$ cat config.mk
export PLATFORM = sky130hd
export DESIGN_NAME = rx_lvds_serializer
export DESIGN_NICKNAME = d
export VERILOG_FILES = /design/src/design/lvds_ser_pkg.sv /design/src/design/stream_fifo.sv /design/src/design/rx_lvds_serializer.sv
export SDC_FILE = /design/constraint.sdc
export NUM_CORES = 1
export LEC_CHECK = 0
export ABC_AREA = 1
export BUFFER_PORTS_ARGS = -buffer_cell sky130_fd_sc_hd__buf_2
export CORE_UTILIZATION = 45
export CTS_CLUSTER_DIAMETER = 150
export DETAILED_ROUTE_END_ITERATION = 16
export GPL_TIMING_DRIVEN = 1
export PLACE_DENSITY = 0.63
export SLEW_MARGIN = 20
export SYNTH_ARGS = -nofsm -noshare
export SYNTH_HDL_FRONTEND = slang
export SYNTH_SLANG_ARGS = --single-unit
$ cat constraint.sdc
create_clock -name clk -period 3.2 [get_ports clk]
set_input_delay 0 -clock clk [delete_from_list [all_inputs] [get_ports clk]]
set_output_delay 0 -clock clk [all_outputs]
set_load 0.02 [all_outputs]
$ cat src/design/lvds_ser_pkg.sv
// Constants and types for the receive LVDS output serializer
package lvds_ser_pkg;
  localparam int WORD_W = 12;
  localparam int HALF_W = 6;
  localparam int PHASES = 12;
  localparam logic [3:0] LAST_PHASE = 4'hB;
  localparam logic [3:0] HALF_PHASE = 4'h6;
  localparam int FIFO_W = 24;
  localparam int FIFO_DEPTH = 32;
  // Link clock and system clock periods in ns
  localparam int LINK_PERIOD_NS = 48;
  localparam int CLK_PERIOD_NS = 4;
  localparam int PHASE_CYC_RAW = LINK_PERIOD_NS / (PHASES * CLK_PERIOD_NS);
  localparam int PHASE_CYCLES = (PHASE_CYC_RAW < 1) ? 1 : PHASE_CYC_RAW;
  localparam logic [7:0] TICK_LAST = 8'(PHASE_CYCLES - 1);
  localparam logic [7:0] TICK_RESET = 8'h00;

  typedef enum logic [1:0] {
    MODE_SINGLE = 2'h0,
    MODE_DUAL_DDR = 2'h1,
    MODE_DUAL_SDR = 2'h2
  } lane_mode_t;

  typedef enum logic [1:0] {
    ST_IDLE = 2'h0,
    ST_RUN = 2'h1
  } ser_state_t;
endpackage : lvds_ser_pkg

$ cat src/design/stream_fifo.sv
// Sample word FIFO with registered read data
`timescale 1ns/1ns
module stream_fifo #(
  parameter int WIDTH = 24,
  parameter int DEPTH = 32
) (
  input wire logic clk,
  input wire logic srst,
  input wire logic in_valid,
  output logic in_ready,
  input wire logic [WIDTH-1:0] in_data,
  output logic out_valid,
  input wire logic out_ready,
  output logic [WIDTH-1:0] out_data
);
  localparam int AW = $clog2(DEPTH);
  logic [WIDTH-1:0] mem [DEPTH];
  logic [AW-1:0] wr_ptr;
  logic [AW-1:0] rd_ptr;
  logic [AW:0] count;
  logic [AW:0] next_count;
  logic push;
  logic pop_mem;
  logic [AW:0] level;
  logic [AW:0] next_level;
  logic pop_out;

  // Handshakes on both sides
  assign push = in_valid && in_ready;
  assign pop_mem = (count != '0) && (!out_valid || out_ready);
  assign pop_out = out_valid && out_ready;

  always_comb
  begin
    next_count = count;
    if (push && !pop_mem)
      next_count = count + 1'b1;
    else if (!push && pop_mem)
      next_count = count - 1'b1;
  end

  // Total occupancy, output register included
  always_comb
  begin
    next_level = level;
    if (push && !pop_out)
      next_level = level + 1'b1;
    else if (!push && pop_out)
      next_level = level - 1'b1;
  end

  // Storage write
  always_ff @(posedge clk)
  begin
    if (push)
      mem[wr_ptr] <= in_data;
  end

  // Pointers, fill level and ready
  always_ff @(posedge clk)
  begin
    if (srst)
    begin
      wr_ptr <= '0;
      rd_ptr <= '0;
      count <= '0;
      level <= '0;
      in_ready <= 1'b0;
    end
    else
    begin
      if (push)
        wr_ptr <= wr_ptr + 1'b1;
      if (pop_mem)
        rd_ptr <= rd_ptr + 1'b1;
      count <= next_count;
      level <= next_level;
      // Full at DEPTH words, so the output stage is no extra slot
      in_ready <= (next_level < (AW+1)'(DEPTH));
    end
  end

  // Registered output stage
  always_ff @(posedge clk)
  begin
    if (srst)
    begin
      out_valid <= 1'b0;
      out_data <= '0;
    end
    else if (pop_mem)
    begin
      out_valid <= 1'b1;
      out_data <= mem[rd_ptr];
    end
    else if (out_ready)
      out_valid <= 1'b0;
  end
endmodule : stream_fifo

$ cat src/design/rx_lvds_serializer.sv
// Receive converter words serialized onto LVDS data, bit and frame clocks
`timescale 1ns/1ns
module rx_lvds_serializer
  import lvds_ser_pkg::*;
(
  input wire logic clk,
  input wire logic srst,
  input wire logic rx_path_override_enable,
  input wire logic [1:0] lane_mode,
  input wire logic adc_sample_clock,
  input wire logic [WORD_W-1:0] sample_a,
  input wire logic [WORD_W-1:0] sample_b,
  input wire logic sample_valid,
  output logic sample_ready,
  output logic rx_word_frame_clock_out,
  output logic rx_serial_bit_clock_out,
  output logic [1:0] rx_converter_a_out,
  output logic [1:0] rx_converter_b_out,
  output logic underrun
);
  logic link_meta;
  logic link_sync;
  logic link_prev;
  logic link_rise;
  logic enable_meta;
  logic enable_sync;
  logic [7:0] tick_cnt;
  logic tick;
  logic [3:0] phase;
  ser_state_t state;
  ser_state_t next_state;
  lane_mode_t mode_r;
  lane_mode_t mode_in;
  logic [WORD_W-1:0] word_a;
  logic [WORD_W-1:0] word_b;
  logic frame_half;
  logic load;
  logic running;
  logic fifo_valid;
  logic [FIFO_W-1:0] fifo_data;
  logic [3:0] idx_hi;
  logic [3:0] idx_lo;
  logic next_bitclk;
  logic next_frame;

  // Sample words buffered from the converter core
  stream_fifo #(
    .WIDTH(FIFO_W),
    .DEPTH(FIFO_DEPTH)
  ) u_fifo (
    .clk(clk),
    .srst(srst),
    .in_valid(sample_valid),
    .in_ready(sample_ready),
    .in_data({sample_a, sample_b}),
    .out_valid(fifo_valid),
    .out_ready(load),
    .out_data(fifo_data)
  );

  // Two-stage synchronisers for the pin-side inputs
  always_ff @(posedge clk)
  begin
    if (srst)
    begin
      link_meta <= 1'b0;
      link_sync <= 1'b0;
      link_prev <= 1'b0;
      enable_meta <= 1'b0;
      enable_sync <= 1'b0;
    end
    else
    begin
      link_meta <= adc_sample_clock;
      link_sync <= link_meta;
      link_prev <= link_sync;
      enable_meta <= rx_path_override_enable;
      enable_sync <= enable_meta;
    end
  end

  assign link_rise = link_sync && !link_prev;

  // Phase step enable divider
  always_ff @(posedge clk)
  begin
    if (srst || load)
      tick_cnt <= TICK_RESET;
    else if (tick_cnt == TICK_LAST)
      tick_cnt <= TICK_RESET;
    else
      tick_cnt <= tick_cnt + 8'h01;
  end

  assign tick = (tick_cnt == TICK_LAST);

  // Run control: serializer idles without the override bit
  always_comb
  begin
    next_state = state;
    case (state)
      ST_IDLE:
        if (enable_sync && link_rise)
          next_state = ST_RUN;
      ST_RUN:
        if (!enable_sync)
          next_state = ST_IDLE;
      default:
        next_state = ST_IDLE;
    endcase
  end

  always_ff @(posedge clk)
  begin
    if (srst)
      state <= ST_IDLE;
    else
      state <= next_state;
  end

  assign running = (state == ST_RUN);
  // Each rising sampling clock edge starts a new word period while the override bit is set
  assign load = link_rise && enable_sync;

  always_comb
  begin
    case (lane_mode)
      2'h1: mode_in = MODE_DUAL_DDR;
      2'h2: mode_in = MODE_DUAL_SDR;
      default: mode_in = MODE_SINGLE;
    endcase
  end

  // Phase counter, realigned on each word boundary
  always_ff @(posedge clk)
  begin
    if (srst)
      phase <= 4'h0;
    else if (load)
      phase <= 4'h0;
    else if (tick && phase != LAST_PHASE)
      phase <= phase + 4'h1;
  end

  // Word capture at the boundary; zero word on underrun
  always_ff @(posedge clk)
  begin
    if (srst)
    begin
      word_a <= '0;
      word_b <= '0;
      mode_r <= MODE_SINGLE;
      frame_half <= 1'b0;
      underrun <= 1'b0;
    end
    else
    begin
      underrun <= load && !fifo_valid;
      if (load)
      begin
        word_a <= fifo_valid ? fifo_data[FIFO_W-1:WORD_W] : '0;
        word_b <= fifo_valid ? fifo_data[WORD_W-1:0] : '0;
        mode_r <= mode_in;
        frame_half <= running ? !frame_half : 1'b1;
      end
    end
  end

  // Bit selection per mode: MSB first, upper half on pair zero
  always_comb
  begin
    if (mode_r == MODE_SINGLE)
    begin
      idx_hi = LAST_PHASE - phase;
      idx_lo = 4'h0;
    end
    else
    begin
      idx_hi = LAST_PHASE - {1'b0, phase[3:1]};
      idx_lo = 4'(HALF_W - 1) - {1'b0, phase[3:1]};
    end
  end

  // Bit and frame clock shapes per mode
  always_comb
  begin
    case (mode_r)
      MODE_DUAL_DDR:
      begin
        next_bitclk = !phase[1];
        next_frame = frame_half;
      end
      MODE_DUAL_SDR:
      begin
        next_bitclk = !phase[0];
        next_frame = (phase < HALF_PHASE);
      end
      default:
      begin
        next_bitclk = !phase[0];
        next_frame = (phase < HALF_PHASE);
      end
    endcase
  end

  // Registered pin drivers, quiet while idle
  always_ff @(posedge clk)
  begin
    if (srst || !running)
    begin
      rx_serial_bit_clock_out <= 1'b0;
      rx_word_frame_clock_out <= 1'b0;
      rx_converter_a_out <= 2'h0;
      rx_converter_b_out <= 2'h0;
    end
    else
    begin
      rx_serial_bit_clock_out <= next_bitclk;
      rx_word_frame_clock_out <= next_frame;
      rx_converter_a_out[0] <= word_a[idx_hi];
      rx_converter_b_out[0] <= word_b[idx_hi];
      // Second pair used only in the dual modes
      if (mode_r == MODE_SINGLE)
      begin
        rx_converter_a_out[1] <= 1'b0;
        rx_converter_b_out[1] <= 1'b0;
      end
      else
      begin
        rx_converter_a_out[1] <= word_a[idx_lo];
        rx_converter_b_out[1] <= word_b[idx_lo];
      end
    end
  end
endmodule : rx_lvds_serializer

==> impl_summary.txt, run 1 <==
----------------------------------------------------
[Placed design]
  Estimated wirelength of the detail-placed design ... 52.1 mm
  Count of port buffers added during placement ... 38
  Placer's final routability congestion estimate ... 0.886

[Pwr]
  Reg power frac ... 43.1%
  Switching portion of total power ... 32.0%
  Cell internal power dissipation ... 20.4 mW
  Worst vdd ir ... 535 µV
  Share of total power in combinational logic ... 23.2%
  Post-layout power ... 30.0 mW
  Leakage power ... 13.6 nW
  Net load switching power ... 9.60 mW
  Power per standard cell area ... 757 nW/µm²
  Clk pwr share ... 33.6%

[Synthesis]
  Post-synthesis async set-or-reset flop share ... 0%
  Prevailing post-synth register cell ... edfxtp_1
  Register area share after synthesis ... 71.3%
  Count of mapped cells out of synthesis ... 3,066
  Number of warnings issued by yosys ... 0
  Post-synth top area cell ... edfxtp_1
  Yosys cell types ... 37
  Register bit total from synthesis ... 868
  Post-synth EDFFs ... 768
  Mapped Nets ... 3,118
  Post-synthesis average cell area ... 11.5 µm²
  Most area-consuming cells after synthesis ... edfxtp_1 (66%), nor2_1 (6.8%), dfxtp_1 (5.7%), nand3_1 (4.7%), nand2_1 (4.2%)
  Post-synth top area share ... 65.6%
  Synth Cell Area ... 35,200 µm²

[Route]
  Length of the first detailed-routing pass in iterations ... 7
  Via density ... 5.66
  Count of antenna-violating nets left after detailed routing ... 0
  Drt drc ... 0
  Via count of the routed design ... 23.9k
  Initial detailed-routing violation count ... 2,799
  Total routed wirelength ... 95.2 mm
  DR WL/cell ... 22.5 µm

[Clock tree]
  CTS tree ... yes
  Total clock sinks ... 868
  Post-CTS Setup Inserts ... 0
  CTS root buf ... clkbuf_16
  Clock latency reported for the late side of the worst-skew pair ... 0.66 ns
  Clock transition time at the flip-flop clock pins of the worst setup and hold paths ... 0.06 ns
  Hold-fix buffers, CTS ... 33
  Number of buffers created by CTS ... 91
  Worst-case clock buffer depth ... 3
  Post-cts sizing count ... 0
  Number of levels in the clock H-tree ... 3

[GRT]
  Global-route wire length before repair ... 142 mm
  Gr usage total ... 24.0%
  Maximum number of pins on one net before global-route repair ... 121
  Overflow left after global routing ... 0
  Number of global-route vias before repair ... 22.9k
  Number of antenna violations at the first check in global routing ... 2

[Timing]
  Final cycle utilization of the critical path ... 76.8%
  Worst slew margin relative to its limit ... 33.1%
  Final clock skew ... 0.0260 ns
  Fin. max-slew vios ... 0
  Tightest Pin Transition ... 1.00 ns
  Number of endpoints failing setup at the final stage ... 0
  Accumulated negative setup slack ... 0 ns
  Max Freq ... 407 MHz
  Unrepaired setup endpoints after global routing ... false
  Min cycle time layout ... 2.46 ns
  Final Hold Vio Count ... 0

[Setup path]
  Required time of the critical path ... 3.46 ns
  Endpoint type of the worst setup path ... flop
  Worst endpoint data arrival time ... 2.72 ns
  CP max FO ... 24
  Kind of launch point of the worst setup path ... flop
  Worst setup path category ... flop to flop

[Layout]
  Most frequent standard cell in the layout excluding fill and tap cells ... edfxtp_1
  Area growth syn-to-layout ... 12.9%
  Antenna Cells ... 0
  Leading cell types in the layout, fill and taps excluded ... edfxtp_1 (768), nor2_1 (602), nand2_1 (395)
  Nets@finish ... 3,166
  Share of post-route cells with drive strength above 1 ... 8.45%

[Floorplanning]
  Die height ... 282 µm
  IO Pins ... 39
  Width of the die ... 282 µm
  Effective utilization at floorplan ... 45.5%
  # rows ... 102
  Area of the die ... 79,200 µm²
  Floorplan Core Area ... 77,300 µm²

[Worst hold path]
  Hold WC Path Type ... input port to flop

[Outcome]
  Result of the run ... finished clean

[Job]
  Number of max-capacitance violations reported ... 0

----------------------------------------------------
## synth_stat cells (9+ instances only)
cell / instances
edfxtp_1: 768
nor2_1: 634
nand2_1: 396
nand3_1: 333
o21ai_0: 232
o21ai_1: 101
dfxtp_1: 100
a21oi_1: 87
clkbuf_1: 82
o211ai_1: 80
inv_1: 78
buf_2: 59
ha_1: 20
buf_6: 17
buf_1: 14
buf_4: 11
a22oi_1: 9
## through the flow
stage	instances	area, µm²	hold slack, ns	setup WS [ns]	utilization (%)
after floorplan	3066	35200	0.0989	0.425	-
after global routing	4225	39700	0.197	0.498	51.3
after detailed placement	4028	36500	0.222	0.783	47.2
after global placement	4028	36500	0.209	0.798	47.2
after CTS	4225	39700	0.164	0.760	51.3
final	4225	39700	0.179	0.742	51.3
## routing by layer
metal  part of all wire [%]  routed length, µm  vias to the layer above  track usage [%]
met1                     43              41000                    11800             33.7
li1                       -                  -                    10900                -
met5                  0.014                 13                        -                0
met2                     47              44500                     1014             38.4
met3                    7.3               6920                      166             3.42
met4                    2.9               2760                        2             8.61
## power groups by stage
stage                     Clock (mW)  Combinational, mW  Sequential (mW)
after global placement             0               6.76             13.2
after detailed placement           0               6.89             13.2
after floorplan                    0               5.15             12.9
after global routing            10.7               7.76             13.0
after CTS                       10.3               6.95             12.9
final                           10.1               6.97             13.0
## final timing paths
check,start,to,slack (ns),cells after the start
worst min register to register,link_meta,link_sync,0.42,2
worst min-delay path,lane_mode[0],mode_r[1],0.18,5
worst max-delay path,u_fifo.in_ready,u_fifo.mem[18][8],0.74,4
worst max register to register,u_fifo.in_ready,u_fifo.mem[18][8],0.74,4
## registers in the layout (all words and copies together), names as in the netlist, 2 cells and up
name	count
u_fifo.rd_ptr	5
u_fifo.wr_ptr	5
rx_converter_a_out	2
rx_converter_b_out	2
word_a	12
word_b	12
u_fifo.out_data	24
phase	4
mode_r	2
tick_cnt	8
u_fifo.count	6
u_fifo.level	6
u_fifo.mem	768
## final cells by class
class | instances | area (µm²)
fill | 6712 | 37700
clock inverter | 33 | 342
multi-input combinational | 1932 | 8980
tap | 1040 | 1300
timing repair buffer | 138 | 1170
clock buffer | 131 | 2490
sequential | 868 | 25100
inverter | 83 | 327
## critical path, stage by stage, from the launching register on
cell and delay, ns:
dfxtp_1 0.33, nand2_1 0.20, inv_1 0.26, nand2_1 0.37, nor2_4 0.89
## logic make-up after synthesis
| family | synth area share (%) |
|---|---|
| simple gates | 16.1 |
| xor+xnor | 0.224 |
| flops | 71.3 |
| buf+inv | 3.54 |
| fa+ha+maj | 0.769 |
| compound gates | 8.05 |
Power figures use the tool's default switching activity.
==> run 2: changes to the inputs <==
==> constraint.sdc (replaced) <==
create_clock -name clk -period 2.6 [get_ports clk]
set_input_delay 0 -clock clk [delete_from_list [all_inputs] [get_ports clk]]
set_output_delay 0 -clock clk [all_outputs]
set_load 0.02 [all_outputs]
==> run 2 against run 1 <==
Die area unchanged. Sequential power up 22%. Cell count up 0.88%. Clock-buffer cell count down 10. Critical path depth up 6. Final area up 1.2%. Sequential cell count unchanged.
==> impl_summary.txt, run 2 (same netlist as run 1, synthesis figures left out) <==
----------------------------------------------------
[Clock tree]
  Clock transition time at the flip-flop clock pins of the worst setup and hold paths ... 0.06 ns (about the same)
  CTS root buf ... clkbuf_16 (unchanged)
  Total clock sinks ... 868 (unchanged)
  CTS tree ... yes (unchanged)
  Number of buffers created by CTS ... 88 (was 91)
  Clock latency reported for the late side of the worst-skew pair ... 0.65 ns (was 0.66 ns)
  Number of levels in the clock H-tree ... 3 (unchanged)
  Worst-case clock buffer depth ... 3 (unchanged)
  Post-cts sizing count ... 0 (unchanged)

[Setup path]
  CP max FO ... 62 (was 24)
  Kind of launch point of the worst setup path ... flop (unchanged)
  Worst endpoint data arrival time ... 2.83 ns (was 2.72 ns)
  Critical path buffers and inverters ... 2 (was 1)
  Cell type with the highest occurrence count on the critical path ... nand2_1 (unchanged)
  Worst setup path category ... flop to flop (unchanged)
  Critical path, cell by cell ... clkinv_8 -> buf_12 -> nand2_1 -> nand3_1 -> nand3_1 -> nand2_1 -> nor2_1 -> nand2_1 -> nand3_1 -> nand2_1 (was nand2_1 -> inv_1 -> nand2_1 -> nor2_4)
  Slowest Stage Delay on Critical Path ... 0.44 ns (was 0.89 ns)
  Stages on worst setup path ... 10 (was 4)
  Worst reg-to-reg path cell count ... 10 (was 4)
  Crit-path slowest cell ... dfxtp_4 (was nor2_4)
  Required time of the critical path ... 3.13 ns (was 3.46 ns)
  Cell type group with the largest total delay on the critical path ... simple AND/OR/NAND/NOR gates (unchanged)
  Endpoint type of the worst setup path ... flop (unchanged)

[Layout]
  Footprint of the flip-flops and latches ... 25,100 µm² (unchanged)
  Area growth syn-to-layout ... 14.3% (was 12.9%)
  Top Registers ... u_fifo.mem: 768 flops, u_fifo.out_data: 24 flops (unchanged)
  Filler cells ... 6,657 (was 6,712)
  Most frequent standard cell in the layout excluding fill and tap cells ... edfxtp_1 (unchanged)
  Count of non-filler cells in the finished layout ... 4,262 (was 4,225)
  Number of flip-flops under the largest register name ... 768 (unchanged)
  Core occupancy in the finished layout ... 52.0% (was 51.3%)
  Register with the most flip-flops ... u_fifo.mem (unchanged)
  Leading cell types in the layout, fill and taps excluded ... edfxtp_1 (768), nor2_1 (602), nand2_1 (395) (unchanged)
  Nets@finish ... 3,198 (was 3,166)
  Area taken by multi-input logic gates ... 9030 µm² (was 8980 µm²)
  Share of post-route cells with drive strength above 1 ... 9.72% (was 8.45%)

[Timing]
  Final cycle utilization of the critical path ... 88.6% (was 76.8%)
  Tightest Pin Transition ... 0.779 ns (was 1.00 ns)
  Unrepaired setup endpoints after global routing ... false (unchanged)
  Worst slew margin relative to its limit ... 48.1% (was 33.1%)
  Max Freq ... 434 MHz (was 407 MHz)
  Number of endpoints failing setup at the final stage ... 0 (unchanged)
  Min cycle time layout ... 2.30 ns (was 2.46 ns)
  Final clock skew ... 0.0255 ns (was 0.0260 ns)
  Final Hold Vio Count ... 0 (unchanged)
  Accumulated negative setup slack ... 0 ns (unchanged)
  Fin. max-slew vios ... 0 (unchanged)

[GRT]
  Gr usage total ... 23.4% (was 24.0%)
  Global-route wire length before repair ... 140 mm (was 142 mm)
  Overflow left after global routing ... 0 (unchanged)
  Maximum number of pins on one net before global-route repair ... 100 (was 121)
  Number of antenna violations at the first check in global routing ... 0 (was 2)
  Number of global-route vias before repair ... 23.2k (was 22.9k)

[Route]
  Via count of the routed design ... 24.0k (was 23.9k)
  Drt drc ... 0 (unchanged)
  Via density ... 5.62 (was 5.66)
  Length of the first detailed-routing pass in iterations ... 6 (was 7)
  Count of antenna-violating nets left after detailed routing ... 0 (unchanged)
  DR WL/cell ... 21.7 µm (was 22.5 µm)
  Total routed wirelength ... 92.3 mm (was 95.2 mm)
  Initial detailed-routing violation count ... 2,551 (was 2,799)

[Placed design]
  Placer's final routability congestion estimate ... 0.854 (was 0.886)
  Post-Place Cells ... 4,063 (was 4,028)
  Estimated wirelength of the detail-placed design ... 53.1 mm (was 52.1 mm)
  Count of port buffers added during placement ... 38 (unchanged)

[Pwr]
  Cell internal power dissipation ... 25.1 mW (was 20.4 mW)
  Share of total power in combinational logic ... 24.2% (was 23.2%)
  Power per standard cell area ... 919 nW/µm² (was 757 nW/µm²)
  Clk pwr share ... 32.9% (was 33.6%)
  Leakage power ... 13.8 nW (was 13.6 nW)
  Switching portion of total power ... 31.9% (was 32.0%)
  Reg power frac ... 42.8% (was 43.1%)
  Worst vdd ir ... 568 µV (was 535 µV)
  Net load switching power ... 11.8 mW (was 9.60 mW)

[Floorplanning]
  Die height ... 282 µm (unchanged)
  Width of the die ... 282 µm (unchanged)
  # rows ... 102 (unchanged)
  Floorplan Core Area ... 77,300 µm² (unchanged)
  IO Pins ... 39 (unchanged)
  Effective utilization at floorplan ... 45.5% (unchanged)
  Area of the die ... 79,200 µm² (unchanged)

[Worst hold path]
  Cell depth of the worst min-delay path ... 5 (unchanged)
  Hold WC Path Type ... input port to flop (unchanged)

[Job]
  Number of max-capacitance violations reported ... 0 (unchanged)

[Outcome]
  Result of the run ... finished clean (unchanged)

----------------------------------------------------
run 2: layout make-up:
class / instances / area share [%]
clock inverters: 44 / 0.972
flip-flops and latches: 868 / 62.4
multi-input cells: 1932 / 22.5
diodes: 1 / 0.00623
repair buffers: 173 / 4.17
well taps: 1040 / 3.24
clock buffers: 121 / 5.93
inverters: 83 / 0.813
run 2: worst reg2reg max path, stage by stage (launching register included):
cell and delay [ns]:
dfxtp_4 0.44, clkinv_8 0.30, buf_12 0.36, nand2_1 0.11
nand3_1 0.06, nand3_1 0.19, nand2_1 0.08, nor2_1 0.28
nand2_1 0.19, nand3_1 0.14, nand2_1 0.05
run 2: power by group through the flow:
| stage | clock network (mW) | logic, mW | registers, mW |
|---|---|---|---|
| after floorplan | 0 | 6.34 | 15.9 |
| after global placement | 0 | 8.68 | 16.1 |
| after detailed placement | 0 | 8.83 | 16.1 |
| after CTS | 12.3 | 8.92 | 15.8 |
| after global routing | 12.9 | 9.97 | 15.8 |
| final | 12.2 | 8.95 | 15.8 |
run 2: per-layer routing:
metal | track usage (%) | share of wire, %
met3 | 3.67 | 8.0
met5 | 0 | 0
met1 | 33.1 | 43
met2 | 37.7 | 47
met4 | 6.45 | 1.9
run 2: per-stage QoR:
step / setup WS (ns) / hold WS, ns / cell area [µm²] / power [mW]
detailed placement: 0.389 / 0.220 / 37100 / 24.9
global placement: 0.397 / 0.227 / 37100 / 24.8
finish: 0.298 / 0.195 / 40200 / 36.9
CTS: 0.373 / 0.178 / 40200 / 37.1
floorplan: 0.199 / 0.0989 / 35200 / 22.2
global route: 0.147 / 0.241 / 40200 / 38.7
run 2: path summary, 6_finish.rpt:
path	start	endpoint	slack (ns)
max	u_fifo.rd_ptr[0]	u_fifo.out_data[21]	0.30
min	lane_mode[0]	mode_r[1]	0.19
max reg2reg	u_fifo.rd_ptr[0]	u_fifo.out_data[21]	0.30
min reg2reg	link_meta	link_sync	0.42
run 2: repair_timing:
item,CTS,global route
hold buffers,33,0
setup buffers,0,0
hold endpoints to repair,798,0
